--- src/verilog/sacs_consts.vh ---
// Purpose: Constants for the converter conversion sequencer.
// Assumes: Core clock 125 MHz; converter times counted in half converter cycles.
// Notes: Definitions only.
`ifndef SACS_CONSTS_VH
`define SACS_CONSTS_VH

// ----------------------------------------
// Widths
// ----------------------------------------
`define SACS_RES_W 10
`define SACS_PRESC_W 8
`define SACS_HC_W 6

// ----------------------------------------
// Conversion timing, in half converter clock cycles
// ----------------------------------------
`define SACS_HC_SAMPLE_NORM 6'h03
`define SACS_HC_SAMPLE_FIRST 6'h1B
`define SACS_HC_SAMPLE_AUTO 6'h04
`define SACS_HC_END_NORM 6'h1A
`define SACS_HC_END_FIRST 6'h32
`define SACS_HC_END_AUTO 6'h1B

// ----------------------------------------
// Codes
// ----------------------------------------
`define SACS_SAR_MSB 10'h200
`define SACS_CH_TEMP 4'hF
`define SACS_TRIG_DONE_FLAG 3'h0
`define SACS_MODE_NORM 2'h0
`define SACS_MODE_FIRST 2'h1
`define SACS_MODE_AUTO 2'h2

`endif

--- src/verilog/sacs_sequencer.v ---
// Purpose: Sequencer of a 10-bit successive-approximation converter.
// Assumes: All inputs synchronous to core_clk; register accesses are strobes.
// Notes: Converter clock is a tick pair from the prescaler, not a real clock.
//
// Notes on behaviour
// - Completed conversion yields 10-bit unsigned result
// - Right aligned unless left align selected
// - Low byte read blocks result updates
// - High byte read re-enables result updates
// - Completion event raised even when blocked
// - Start bit stays set until conversion ends
// - Channel change waits for current conversion
// - Selections apply only while converter on
// - Trigger edge resets prescaler, starts conversion
// - Edges during conversion and held levels ignored
// - Trigger flag must be cleared by software
// - Done flag trigger gives back-to-back conversions
// - Start bit works, reads one while converting
// - Prescaler runs while on, reset while off
// - Start begins at next converter clock edge
// - Conversion lasts 13, first lasts 25
// - Sample at 1.5, first at 13.5
// - Completion writes result, sets flag, clears start
// - Auto conversion samples at 2, lasts 13.5
// - Free running restarts immediately, start stays set
// - Code 1111 selects temperature sensor
// - Differential codes use gain, single-ended bypass
// - Selection buffer frozen during conversion
`include "sacs_consts.vh"
`timescale 1ns/1ps
`default_nettype none

module sacs_sequencer (
    // Clock and reset
    input wire core_clk,
    input wire rstn,
    // Control bits from software
    input wire converter_on_bit,
    input wire auto_trigger_on,
    input wire [2:0] trigger_source_select,
    input wire left_align_select,
    input wire [3:0] channel_gain_select,
    input wire [2:0] reference_select,
    input wire [2:0] clock_divider_select,
    // Software strobes
    input wire start_write,
    input wire done_flag_clear,
    input wire read_low_strobe,
    input wire read_high_strobe,
    // Trigger sources, index 0 unused (done flag)
    input wire [7:0] trigger_sources,
    // Comparator result from analog core
    input wire comp_in,
    // Status to software
    output reg conversion_start_bit,
    output reg conversion_done_flag,
    output reg conversion_complete,
    output reg [7:0] result_low_byte,
    output reg [7:0] result_high_byte,
    // Analog control
    output reg analog_enable,
    output reg sample_hold,
    output reg [9:0] sar_dac_code,
    output reg [3:0] applied_channel,
    output reg [2:0] applied_reference,
    output reg temp_sensor_sel,
    output reg gain_bypass,
    output reg gain_20x
);

    // ----------------------------------------
    // Functions
    // ----------------------------------------
    // Last prescaler count of a full converter period, ratio 2 to 256
    function [7:0] ratio_last;
        input [2:0] sel;
        reg [8:0] r;
        begin
            r = 9'h002 << sel;
            ratio_last = r[7:0] - 8'h01;
        end
    endfunction

    // Last prescaler count of the first half period
    function [7:0] half_last;
        input [2:0] sel;
        reg [8:0] r;
        begin
            r = 9'h001 << sel;
            half_last = r[7:0] - 8'h01;
        end
    endfunction

    // Single-ended codes bypass the gain stage
    function is_single;
        input [3:0] code;
        begin
            is_single = (code[3:2] == 2'h0) || (code == `SACS_CH_TEMP);
        end
    endfunction

    // ----------------------------------------
    // States
    // ----------------------------------------
    localparam [1:0] ST_IDLE = 2'b01; // Waiting for a start
    localparam [1:0] ST_CONV = 2'b10; // Conversion running

    // ----------------------------------------
    // Registers
    // ----------------------------------------
    reg [1:0] state_ff; // One-hot state
    reg [7:0] presc_ff; // Prescaler count
    reg [5:0] hc_ff; // Half cycles since start
    reg [1:0] mode_ff; // Timing mode of this conversion
    reg first_ff; // Next conversion is the first one
    reg start_pend_ff; // Start written, waiting for clock edge
    reg sampled_ff; // Sample point passed
    reg [9:0] bit_ff; // Bit under trial, one-hot
    reg lock_ff; // Result registers blocked
    reg [2:0] trig_pipe_ff; // Trigger synchroniser and edge stage

    // ----------------------------------------
    // Combinational decode
    // ----------------------------------------
    wire busy = state_ff[1];
    // Prescaler taps, counted only while on
    wire tick_half = (presc_ff == half_last(clock_divider_select));
    wire tick_full = (presc_ff == ratio_last(clock_divider_select));
    wire trig_lvl = trigger_sources[trigger_source_select];
    // Two core cycles of synchronising logic before the edge
    wire trig_edge = trig_pipe_ff[1] & ~trig_pipe_ff[2];
    // Edge only counts when auto is on, idle, and source not the done flag
    wire auto_start = converter_on_bit & auto_trigger_on & ~busy &
                      (trigger_source_select != `SACS_TRIG_DONE_FLAG) &
                      trig_edge;
    // Written start waits for the converter clock edge
    wire soft_start = converter_on_bit & ~busy & start_pend_ff & tick_full;
    reg [5:0] hc_sample;
    reg [5:0] hc_end;
    always @* begin
        case (mode_ff)
            `SACS_MODE_FIRST: begin
                hc_sample = `SACS_HC_SAMPLE_FIRST;
                hc_end = `SACS_HC_END_FIRST;
            end
            `SACS_MODE_AUTO: begin
                hc_sample = `SACS_HC_SAMPLE_AUTO;
                hc_end = `SACS_HC_END_AUTO;
            end
            default: begin
                hc_sample = `SACS_HC_SAMPLE_NORM;
                hc_end = `SACS_HC_END_NORM;
            end
        endcase
    end
    wire hc_step = tick_half | tick_full;
    wire finish = busy & hc_step & (hc_ff == hc_end - 6'h01);
    // Free running: done flag as source restarts regardless of flag
    wire free_run = auto_trigger_on &
                    (trigger_source_select == `SACS_TRIG_DONE_FLAG);
    // Last converter cycle before completion reopens the buffer
    wire last_cycle = busy & (hc_ff >= hc_end - 6'h02);
    // SAR result with the final trial bit decided
    wire [9:0] sar_final = comp_in ? sar_dac_code : (sar_dac_code & ~bit_ff);

    // ----------------------------------------
    // Prescaler
    // ----------------------------------------
    // Held in reset while off; a trigger restarts it so delay is fixed
    always @(posedge core_clk) begin
        if (!rstn || !converter_on_bit || auto_start) begin
            presc_ff <= 8'h00;
        end else if (tick_full) begin
            presc_ff <= 8'h00;
        end else begin
            presc_ff <= presc_ff + 8'h01;
        end
    end

    // ----------------------------------------
    // Trigger synchroniser
    // ----------------------------------------
    // First stage read only by the second
    always @(posedge core_clk) begin
        if (!rstn) begin
            trig_pipe_ff <= 3'h0;
        end else begin
            trig_pipe_ff <= {trig_pipe_ff[1:0], trig_lvl};
        end
    end

    // ----------------------------------------
    // Sequencer
    // ----------------------------------------
    always @(posedge core_clk) begin
        if (!rstn) begin
            state_ff <= ST_IDLE;
            hc_ff <= 6'h00;
            mode_ff <= `SACS_MODE_NORM;
            first_ff <= 1'b1;
            start_pend_ff <= 1'b0;
            sampled_ff <= 1'b0;
            bit_ff <= 10'h000;
            sar_dac_code <= 10'h000;
            sample_hold <= 1'b0;
            conversion_start_bit <= 1'b0;
        end else begin
            sample_hold <= 1'b0;
            if (!converter_on_bit) begin
                // Switching off aborts; next switch-on runs a first conversion
                state_ff <= ST_IDLE;
                first_ff <= 1'b1;
                start_pend_ff <= 1'b0;
                sampled_ff <= 1'b0;
                conversion_start_bit <= start_write;
                if (start_write) begin
                    start_pend_ff <= 1'b1;
                end
            end else begin
                case (state_ff)
                    ST_IDLE: begin
                        if (start_write) begin
                            start_pend_ff <= 1'b1;
                            conversion_start_bit <= 1'b1;
                        end
                        if (soft_start || auto_start) begin
                            state_ff <= ST_CONV;
                            hc_ff <= 6'h00;
                            start_pend_ff <= 1'b0;
                            sampled_ff <= 1'b0;
                            first_ff <= 1'b0;
                            conversion_start_bit <= 1'b1;
                            if (first_ff) begin
                                mode_ff <= `SACS_MODE_FIRST;
                            end else if (soft_start) begin
                                mode_ff <= `SACS_MODE_NORM;
                            end else begin
                                mode_ff <= `SACS_MODE_AUTO;
                            end
                        end
                    end
                    ST_CONV: begin
                        // Start bit held high for the whole conversion
                        conversion_start_bit <= 1'b1;
                        if (hc_step) begin
                            hc_ff <= hc_ff + 6'h01;
                        end
                        // Sample-and-hold instant
                        if (hc_step && !sampled_ff && hc_ff == hc_sample - 6'h01) begin
                            sample_hold <= 1'b1;
                            sampled_ff <= 1'b1;
                            bit_ff <= `SACS_SAR_MSB;
                            sar_dac_code <= `SACS_SAR_MSB;
                        end else if (tick_full && sampled_ff && bit_ff != 10'h000) begin
                            // One bit decided per converter cycle
                            sar_dac_code <= sar_final | (bit_ff >> 1);
                            bit_ff <= bit_ff >> 1;
                        end
                        if (finish) begin
                            sampled_ff <= 1'b0;
                            hc_ff <= 6'h00;
                            if (free_run) begin
                                // Next conversion begins at once
                                state_ff <= ST_CONV;
                                mode_ff <= `SACS_MODE_NORM;
                            end else begin
                                state_ff <= ST_IDLE;
                                conversion_start_bit <= 1'b0;
                            end
                        end
                    end
                    default: begin
                        state_ff <= ST_IDLE;
                    end
                endcase
            end
        end
    end

    // ----------------------------------------
    // Result, lock and completion flag
    // ----------------------------------------
    // Partial bits still untried read as zero at the end
    wire [9:0] result = sar_dac_code & ~bit_ff;
    always @(posedge core_clk) begin
        if (!rstn) begin
            result_low_byte <= 8'h00;
            result_high_byte <= 8'h00;
            lock_ff <= 1'b0;
            conversion_done_flag <= 1'b0;
            conversion_complete <= 1'b0;
        end else begin
            conversion_complete <= finish;
            // Low read blocks, high read releases
            if (read_high_strobe) begin
                lock_ff <= 1'b0;
            end else if (read_low_strobe) begin
                lock_ff <= 1'b1;
            end
            // Blocked result is dropped
            if (finish && !lock_ff) begin
                if (left_align_select) begin
                    result_high_byte <= result[9:2];
                    result_low_byte <= {result[1:0], 6'h00};
                end else begin
                    result_high_byte <= {6'h00, result[9:8]};
                    result_low_byte <= result[7:0];
                end
            end
            // Set wins over a clear in the same cycle
            if (finish) begin
                conversion_done_flag <= 1'b1;
            end else if (done_flag_clear) begin
                conversion_done_flag <= 1'b0;
            end
        end
    end

    // ----------------------------------------
    // Selection buffer and analog routing
    // ----------------------------------------
    // Tracks software only while on and not mid-conversion
    always @(posedge core_clk) begin
        if (!rstn) begin
            applied_channel <= 4'h0;
            applied_reference <= 3'h0;
            temp_sensor_sel <= 1'b0;
            gain_bypass <= 1'b1;
            gain_20x <= 1'b0;
            analog_enable <= 1'b0;
        end else begin
            analog_enable <= converter_on_bit;
            // Frozen during conversion, open again in its last cycle
            if (converter_on_bit && (!busy || last_cycle) &&
                !(soft_start || auto_start)) begin
                applied_channel <= channel_gain_select;
                applied_reference <= reference_select;
                temp_sensor_sel <= (channel_gain_select == `SACS_CH_TEMP);
                gain_bypass <= is_single(channel_gain_select);
                gain_20x <= ~is_single(channel_gain_select) &
                            channel_gain_select[0];
            end
        end
    end

endmodule // sacs_sequencer

`default_nettype wire

--- config.mk ---
export PLATFORM = sky130hd
export DESIGN_NAME = sacs_sequencer
export DESIGN_NICKNAME = d
export VERILOG_FILES = /design/src/verilog/sacs_sequencer.v
export VERILOG_INCLUDE_DIRS = /design/src /design/src/verilog
export SDC_FILE = /design/constraint.sdc
export NUM_CORES = 1
export LEC_CHECK = 0
export BUFFER_PORTS_ARGS = -buffer_cell sky130_fd_sc_hd__buf_4
export CAP_MARGIN = 30
export CORE_ASPECT_RATIO = 0.5
export CORE_MARGIN = 2
export CORE_UTILIZATION = 50
export CTS_CLUSTER_SIZE = 8
export DETAILED_ROUTE_END_ITERATION = 7
export GPL_TIMING_DRIVEN = 0
export PLACE_DENSITY = 0.74
export SETUP_SLACK_MARGIN = 0.15
export SYNTH_ARGS = -nofsm -noshare
export SYNTH_HDL_FRONTEND = slang
export SYNTH_SLANG_ARGS = --single-unit
--- constraint.sdc ---
create_clock -name core_clk -period 2.6 [get_ports core_clk]
set_input_delay 0.52 -clock core_clk [delete_from_list [all_inputs] [get_ports core_clk]]
set_output_delay 0.52 -clock core_clk [all_outputs]
set_load 0.05 [all_outputs]
==> metrics.md, run 1 <==
| Metric | Value |
|---|---|
| Outcome | `completed` |
| DRT antenna net count | `0` |
| Slowest-stage cell, CP | `or4_4` |
| Setup violations, final | `0` |
| Iteration count of the initial detailed-routing pass | `5` |
| H-tree Lvls | `3` |
| GPL Wtd Cong | `0.962` |
| Number of enable flip-flop cells after synthesis | `0` |
| Vias per cell | `5.81` |
| I/O pins | `72` |
| Max_cap viols | `0` |
| Number of hold violations in the final report | `0` |
| Setup crit end kind | `flop` |
| Final HPWL DP | `7320 µm` |
| Average wire per cell in the routed design | `16.0 µm` |
| Drt total wl | `10,400 µm` |
| Site Rows | `22` |
| Vias in the first global route | `3,338` |
| Design area | `0.00513 mm²` |
| Clk pin slew, worst setup/hold paths | `0.06 ns` |
| Worst endpoint required time | `2.83 ns` |
| Overall Global Routing Usage | `24.5%` |
| M2 GR Usage | `39.3%` |
| Met3 global-route usage | `6.18%` |
| PortBufs | `69` |
| Clock sinks | `76` |
| Actual slew at the worst max-slew pin | `0.708 ns` |
| Final net count | `575` |
| Initial Utilization | `52.4%` |
| Mapped cell area | `0.00391 mm²` |
| Area grow syn2layout | `31.1%` |
| Cells after Synth | `448` |
| Fmax | `422 MHz` |
| RSZ-0062 raised after global routing | `no` |
| Num CTS Buffers | `9` |
| CP Class | `reg -> reg` |
| Most frequent cells after synthesis | `76 x dfxtp_1, 46 x nor2_1, 35 x nand2_1, 29 x nand3_1, 15 x mux2i_1` |
| Setup crit start kind | `flop` |
| CP peak stage delay | `0.61 ns` |
| First-pass GRT wire length | `16,400 µm` |
| Post-synthesis adder-cell area fraction | `2.24%` |
| Worst EP arrival | `2.60 ns` |
| DR DRC count | `0` |
| Clock Latency Late Sink | `0.34 ns` |
| Cell family with most CP delay | `simple AND/OR/NAND/NOR gates` |
| Total Power | `2.78 mW` |
| Share of the yosys chip area belonging to registers | `38.9%` |
| Net Count, Synth | `486` |
| Avg Cell Area, Syn | `8.73 µm²` |
| IR drop worst, VDD | `0.000320 V` |
| CP cell instances | `clkbuf_2 > nor2b_1 > o21ai_2 > nand4b_4 > or4_4 > nor3_4 > buf_12 > nand2_1 > a32o_1` |
| Synthesis Warnings | `0` |
| Async S/R FF share, synth | `0%` |
| Ys flop type | `dfxtp_1` |
| Synth area leaders | `dfxtp_1 39%, nor2_1 4.4%, mux2i_1 3.8%, nand3_1 3.7%, nand2_1 3.4%` |
| Met1 usage in global routing | `32.5%` |
| Area after DPL | `0.00459 mm²` |
| Root Driver | `clkbuf_16` |
| Final worst slack | `0.230 ns` |
| Vias | `3,779` |
| Compound-Gate Fraction of Synth Area | `21.1%` |
| Clock Skew | `0.00682 ns` |
| Leak | `2.01 nW` |
| Initial antenna violation count | `0` |
| Share of the synthesized area in the top cell type | `38.9%` |
| CP max FO | `8` |
| Pin count of the biggest net entering global routing | `15` |
| Initial DRC count | `413` |
| CTS tree | `yes` |
| #FFs+latches synth | `76` |
| # diodes | `0` |
| Die Height | `66.5 µm` |
| Core area | `0.00746 mm²` |
| Largest family of logic cells by synthesized area | `simple AND/OR/NAND/NOR gates` |
| Chip width | `129 µm` |
| Share of cells above drive strength 1 | `28.4%` |
| Rel. slew slack | `52.2%` |
| Hold Path Class | `in -> reg` |
| Pre-CTS setup slack | `-0.229 ns` |
| Synth unique cells | `73` |
| CTS Buffer Depth | `2` |
| Post-CTS Hold Fix Bufs | `0` |
| Pwr/cell area | `541 mW/mm²` |
| Cell with the most instances after synthesis | `dfxtp_1` |
| Synth area leader | `dfxtp_1` |
| Global route hottest layer | `met2` |
| Die area | `0.00859 mm²` |
| Crit path time final | `2.37 ns` |
| XOR/XNOR share of the synthesized area | `2.02%` |
| Post-Synth Simple-Gate Area | `26.2%` |
| Post-synthesis mux area share | `4.99%` |
| Total grt overflow | `0` |
| Buffer and inverter count on the worst path | `2` |
| Fin util | `68.8%` |
| Period utilization | `91.1%` |
| Slew Limit Fails | `0` |
| Post-Route Setup TNS | `0 ns` |
-- cell families after synthesis --
| logic type | Yosys count |
|---|---|
| buffers and inverters | 42 |
| XOR/XNOR | 9 |
| AND/OR/NAND/NOR | 189 |
| multiplexers | 17 |
| adder cells (fa/ha/maj) | 7 |
| AO/OA/AOI/OAI | 108 |
| flip-flops | 76 |
-- where the power goes --
part           leakage (nW)  switching (mW)  internal (mW)  total (mW)
Clock                 0.153           0.519          0.778        1.30
Combinational          1.24           0.172          0.111       0.282
Sequential            0.617          0.0125           1.18        1.20
-- flip-flops by register name (all words and copies together), names as in the netlist, 2 cells and up --
register / flops
mode_ff: 2
applied_reference: 3
applied_channel: 4
state_ff: 2
presc_ff: 8
result_high_byte: 8
sar_dac_code: 10
bit_ff: 10
trig_pipe_ff: 3
hc_ff: 6
result_low_byte: 8
-- placed cells by master, fill, tap and decap left out, types with 5 or more instances in the layout --
cell type / instances
xor2_1: 5
o211ai_1: 5
nand2b_1: 11
and3_1: 7
ha_1: 6
nand3_1: 29
o21ai_1: 8
a21oi_1: 10
a22oi_1: 7
o31ai_1: 10
buf_6: 5
clkbuf_1: 10
clkbuf_16: 9
nor2b_1: 8
nor2_1: 46
inv_1: 14
nor3_1: 9
nand2_1: 35
mux2i_1: 15
nand3b_1: 5
a32o_1: 7
a31oi_1: 8
dfxtp_1: 74
buf_4: 78
-- layer usage --
layer,up-vias,part of all wire [%],wire length (µm)
met5,-,0,0
met4,0,1.7,176
met3,20,6.8,705
met2,140,46,4810
met1,1796,45,4730
li1,1823,-,-
-- worst paths after layout --
path | to | from | cells after the start | slack (ns)
max | sar_dac_code[1] | presc_ff[2] | 9 | 0.23
min | lock_ff | read_high_strobe | 2 | 0.34
max reg2reg | sar_dac_code[1] | presc_ff[2] | 9 | 0.23
min reg2reg | trig_pipe_ff[1] | trig_pipe_ff[0] | 1 | 0.44
-- through the flow --
stage | instances | hold WS, ns
finish | 650 | 0.338
global route | 650 | 0.338
CTS | 645 | 0.336
detailed placement | 625 | 0.431
global placement | 625 | 0.417
floorplan | 448 | 0.412
-- timing repair --
item                                   in CTS  in global routing
resized for setup                          20                 28
pin swaps                                   5                 12
setup endpoints to repair                  32                 49
endpoints found under the hold margin       0                  0
buffers inserted                            3                  5
gates cloned                                1                  0
-- cell type report --
type / instances / area (µm²)
multi-input combinational: 330 / 2340
fill: 634 / 2330
sequential: 76 / 1520
timing repair buffer: 78 / 602
clock buffer: 10 / 239
buffer: 26 / 154
tap: 108 / 135
clock inverter: 6 / 70.1
inverter: 16 / 60.1
(Power assumes the default switching activity.)
==> run 2: changes to the inputs <==
Settings changed: RECOVER_POWER from default to 25.
==> run 2 against run 1 <==
Compared with the run above:
- worst setup slack improved by 0.0018 ns
- core utilization down 1.4 points
- total power down 0.41%
- register-to-register slack is essentially flat
- highest routed layer unchanged
==> metrics.md, run 2 (synthesis results as in run 1) <==
| Metric | Value |
|---|---|
| GPL Wtd Cong | `0.962` |
| Initial DRC count | `478` |
| Multi-input gate area | `0.00234 mm²` |
| Vias per cell | `5.86` |
| Total grt overflow | `0` |
| Post-CTS Hold Fix Bufs | `0` |
| Design area | `0.00502 mm²` |
| Setup violations, final | `0` |
| Final HPWL DP | `7320 µm` |
| Core area | `0.00746 mm²` |
| Die Height | `66.5 µm` |
| CP max FO | `8` |
| Num CTS Buffers | `9` |
| Pin count of the biggest net entering global routing | `15` |
| Outcome | `completed` |
| Clock sinks | `76` |
| Overall Global Routing Usage | `24.5%` |
| Clk pin slew, worst setup/hold paths | `0.06 ns` |
| CTS Buffer Depth | `2` |
| Vias | `3,808` |
| Setup crit start kind | `flop` |
| DR DRC count | `0` |
| CTS tree | `yes` |
| Clock Latency Late Sink | `0.34 ns` |
| Clock Skew | `0.00621 ns` |
| Fin cells | `650` |
| Pwr/cell area | `550 mW/mm²` |
| Reg area | `0.00152 mm²` |
| Post-Route Setup TNS | `0 ns` |
| Slew Limit Fails | `0` |
| Slowest-stage cell, CP | `or4_4` |
| Pre-CTS setup slack | `-0.229 ns` |
| Vias in the first global route | `3,338` |
| CP peak stage delay | `0.61 ns` |
| Setup crit end kind | `flop` |
| Total Power | `2.77 mW` |
| DRT met1 WL | `4760 µm` |
| Area grow syn2layout | `28.4%` |
| Average wire per cell in the routed design | `16.1 µm` |
| First-pass GRT wire length | `16,400 µm` |
| Top Layer Used | `met4` |
| # diodes | `0` |
| Commonest non-fill, non-tap cell in the layout | `dfxtp_1` |
| Final net count | `575` |
| Worst endpoint required time | `2.83 ns` |
| Chip width | `129 µm` |
| Placed Cells | `625` |
| Actual slew at the worst max-slew pin | `0.710 ns` |
| H-tree Lvls | `3` |
| Initial Utilization | `52.4%` |
| Share of cells above drive strength 1 | `23.2%` |
| Drt total wl | `10,400 µm` |
| Leak | `1.89 nW` |
| Iteration count of the initial detailed-routing pass | `7` |
| Biggest regs | `bit_ff x10, sar_dac_code x10` |
| Die area | `0.00859 mm²` |
| Most frequent cells in the layout | `74 x dfxtp_1, 50 x buf_4, 46 x nor2_1, 38 x clkbuf_1, 35 x nand2_1` |
| Rel. slew slack | `52.0%` |
| CP Class | `reg -> reg` |
| DR WL met3 | `696 µm` |
| Metal2 WL | `4840 µm` |
| RSZ-0062 raised after global routing | `no` |
| Area after DPL | `0.00459 mm²` |
| I/O pins | `72` |
| FILL cells | `653` |
| Fin util | `67.3%` |
| CP cell instances | `clkbuf_2 > nor2b_1 > o21ai_2 > nand4b_4 > or4_4 > nor3_4 > buf_12 > nand2_1 > a32o_1` |
| Period utilization | `91.1%` |
| DRT antenna net count | `0` |
| Hold Path Class | `in -> reg` |
| Max_cap viols | `0` |
| Final worst slack | `0.232 ns` |
| Worst EP arrival | `2.60 ns` |
| Worst hold slack | `0.337 ns` |
| Number of hold violations in the final report | `0` |
| PortBufs | `69` |
| Fmax | `422 MHz` |
| Site Rows | `22` |
| IR drop worst, VDD | `0.000322 V` |
| Crit path time final | `2.37 ns` |
| Initial antenna violation count | `0` |
| Root Driver | `clkbuf_16` |
## run 2: timing repair
action,CTS,global route
resized for setup,20,28
endpoints found under the hold margin,0,0
setup endpoints to repair,32,49
setup buffers,3,5
gates cloned,1,0
pin swaps,5,12
## run 2: per-layer routing
layer / up-vias / GRT usage, %
met5: - / 0
met4: 0 / 7.74
met3: 22 / 6.18
met2: 152 / 39.3
met1: 1811 / 32.5
li1: 1823 / -
## run 2: layout make-up
class,count,area share [%]
plain buffers,26,3.06
clock buffers,10,4.76
clock inverters,6,1.39
inverters,16,1.20
multi-input cells,330,46.7
flip-flops and latches,76,30.3
well taps,108,2.69
repair buffers,78,9.89
## run 2: critical path, delay by kind of cell, from the launching register on
kind	cells	cell delay, ns
and+or+nand+nor	5	1.21
DFF	1	0.30
buffers and inverters	2	0.32
AOI/OAI and AO/OA	2	0.43
## run 2: final timing paths
path	from	cells past startpoint	to	slack, ns
worst max-delay path	presc_ff[2]	9	sar_dac_code[1]	0.23
worst min-delay path	read_high_strobe	2	lock_ff	0.34
worst max register to register	presc_ff[2]	9	sar_dac_code[1]	0.23
worst min register to register	trig_pipe_ff[0]	1	trig_pipe_ff[1]	0.44
## run 2: power by group
group          switching [mW]  total (mW)  internal [mW]
Clock                   0.517        1.29          0.778
Sequential             0.0122        1.20           1.18
Combinational           0.172       0.274          0.102
Total                   0.701        2.77           2.06
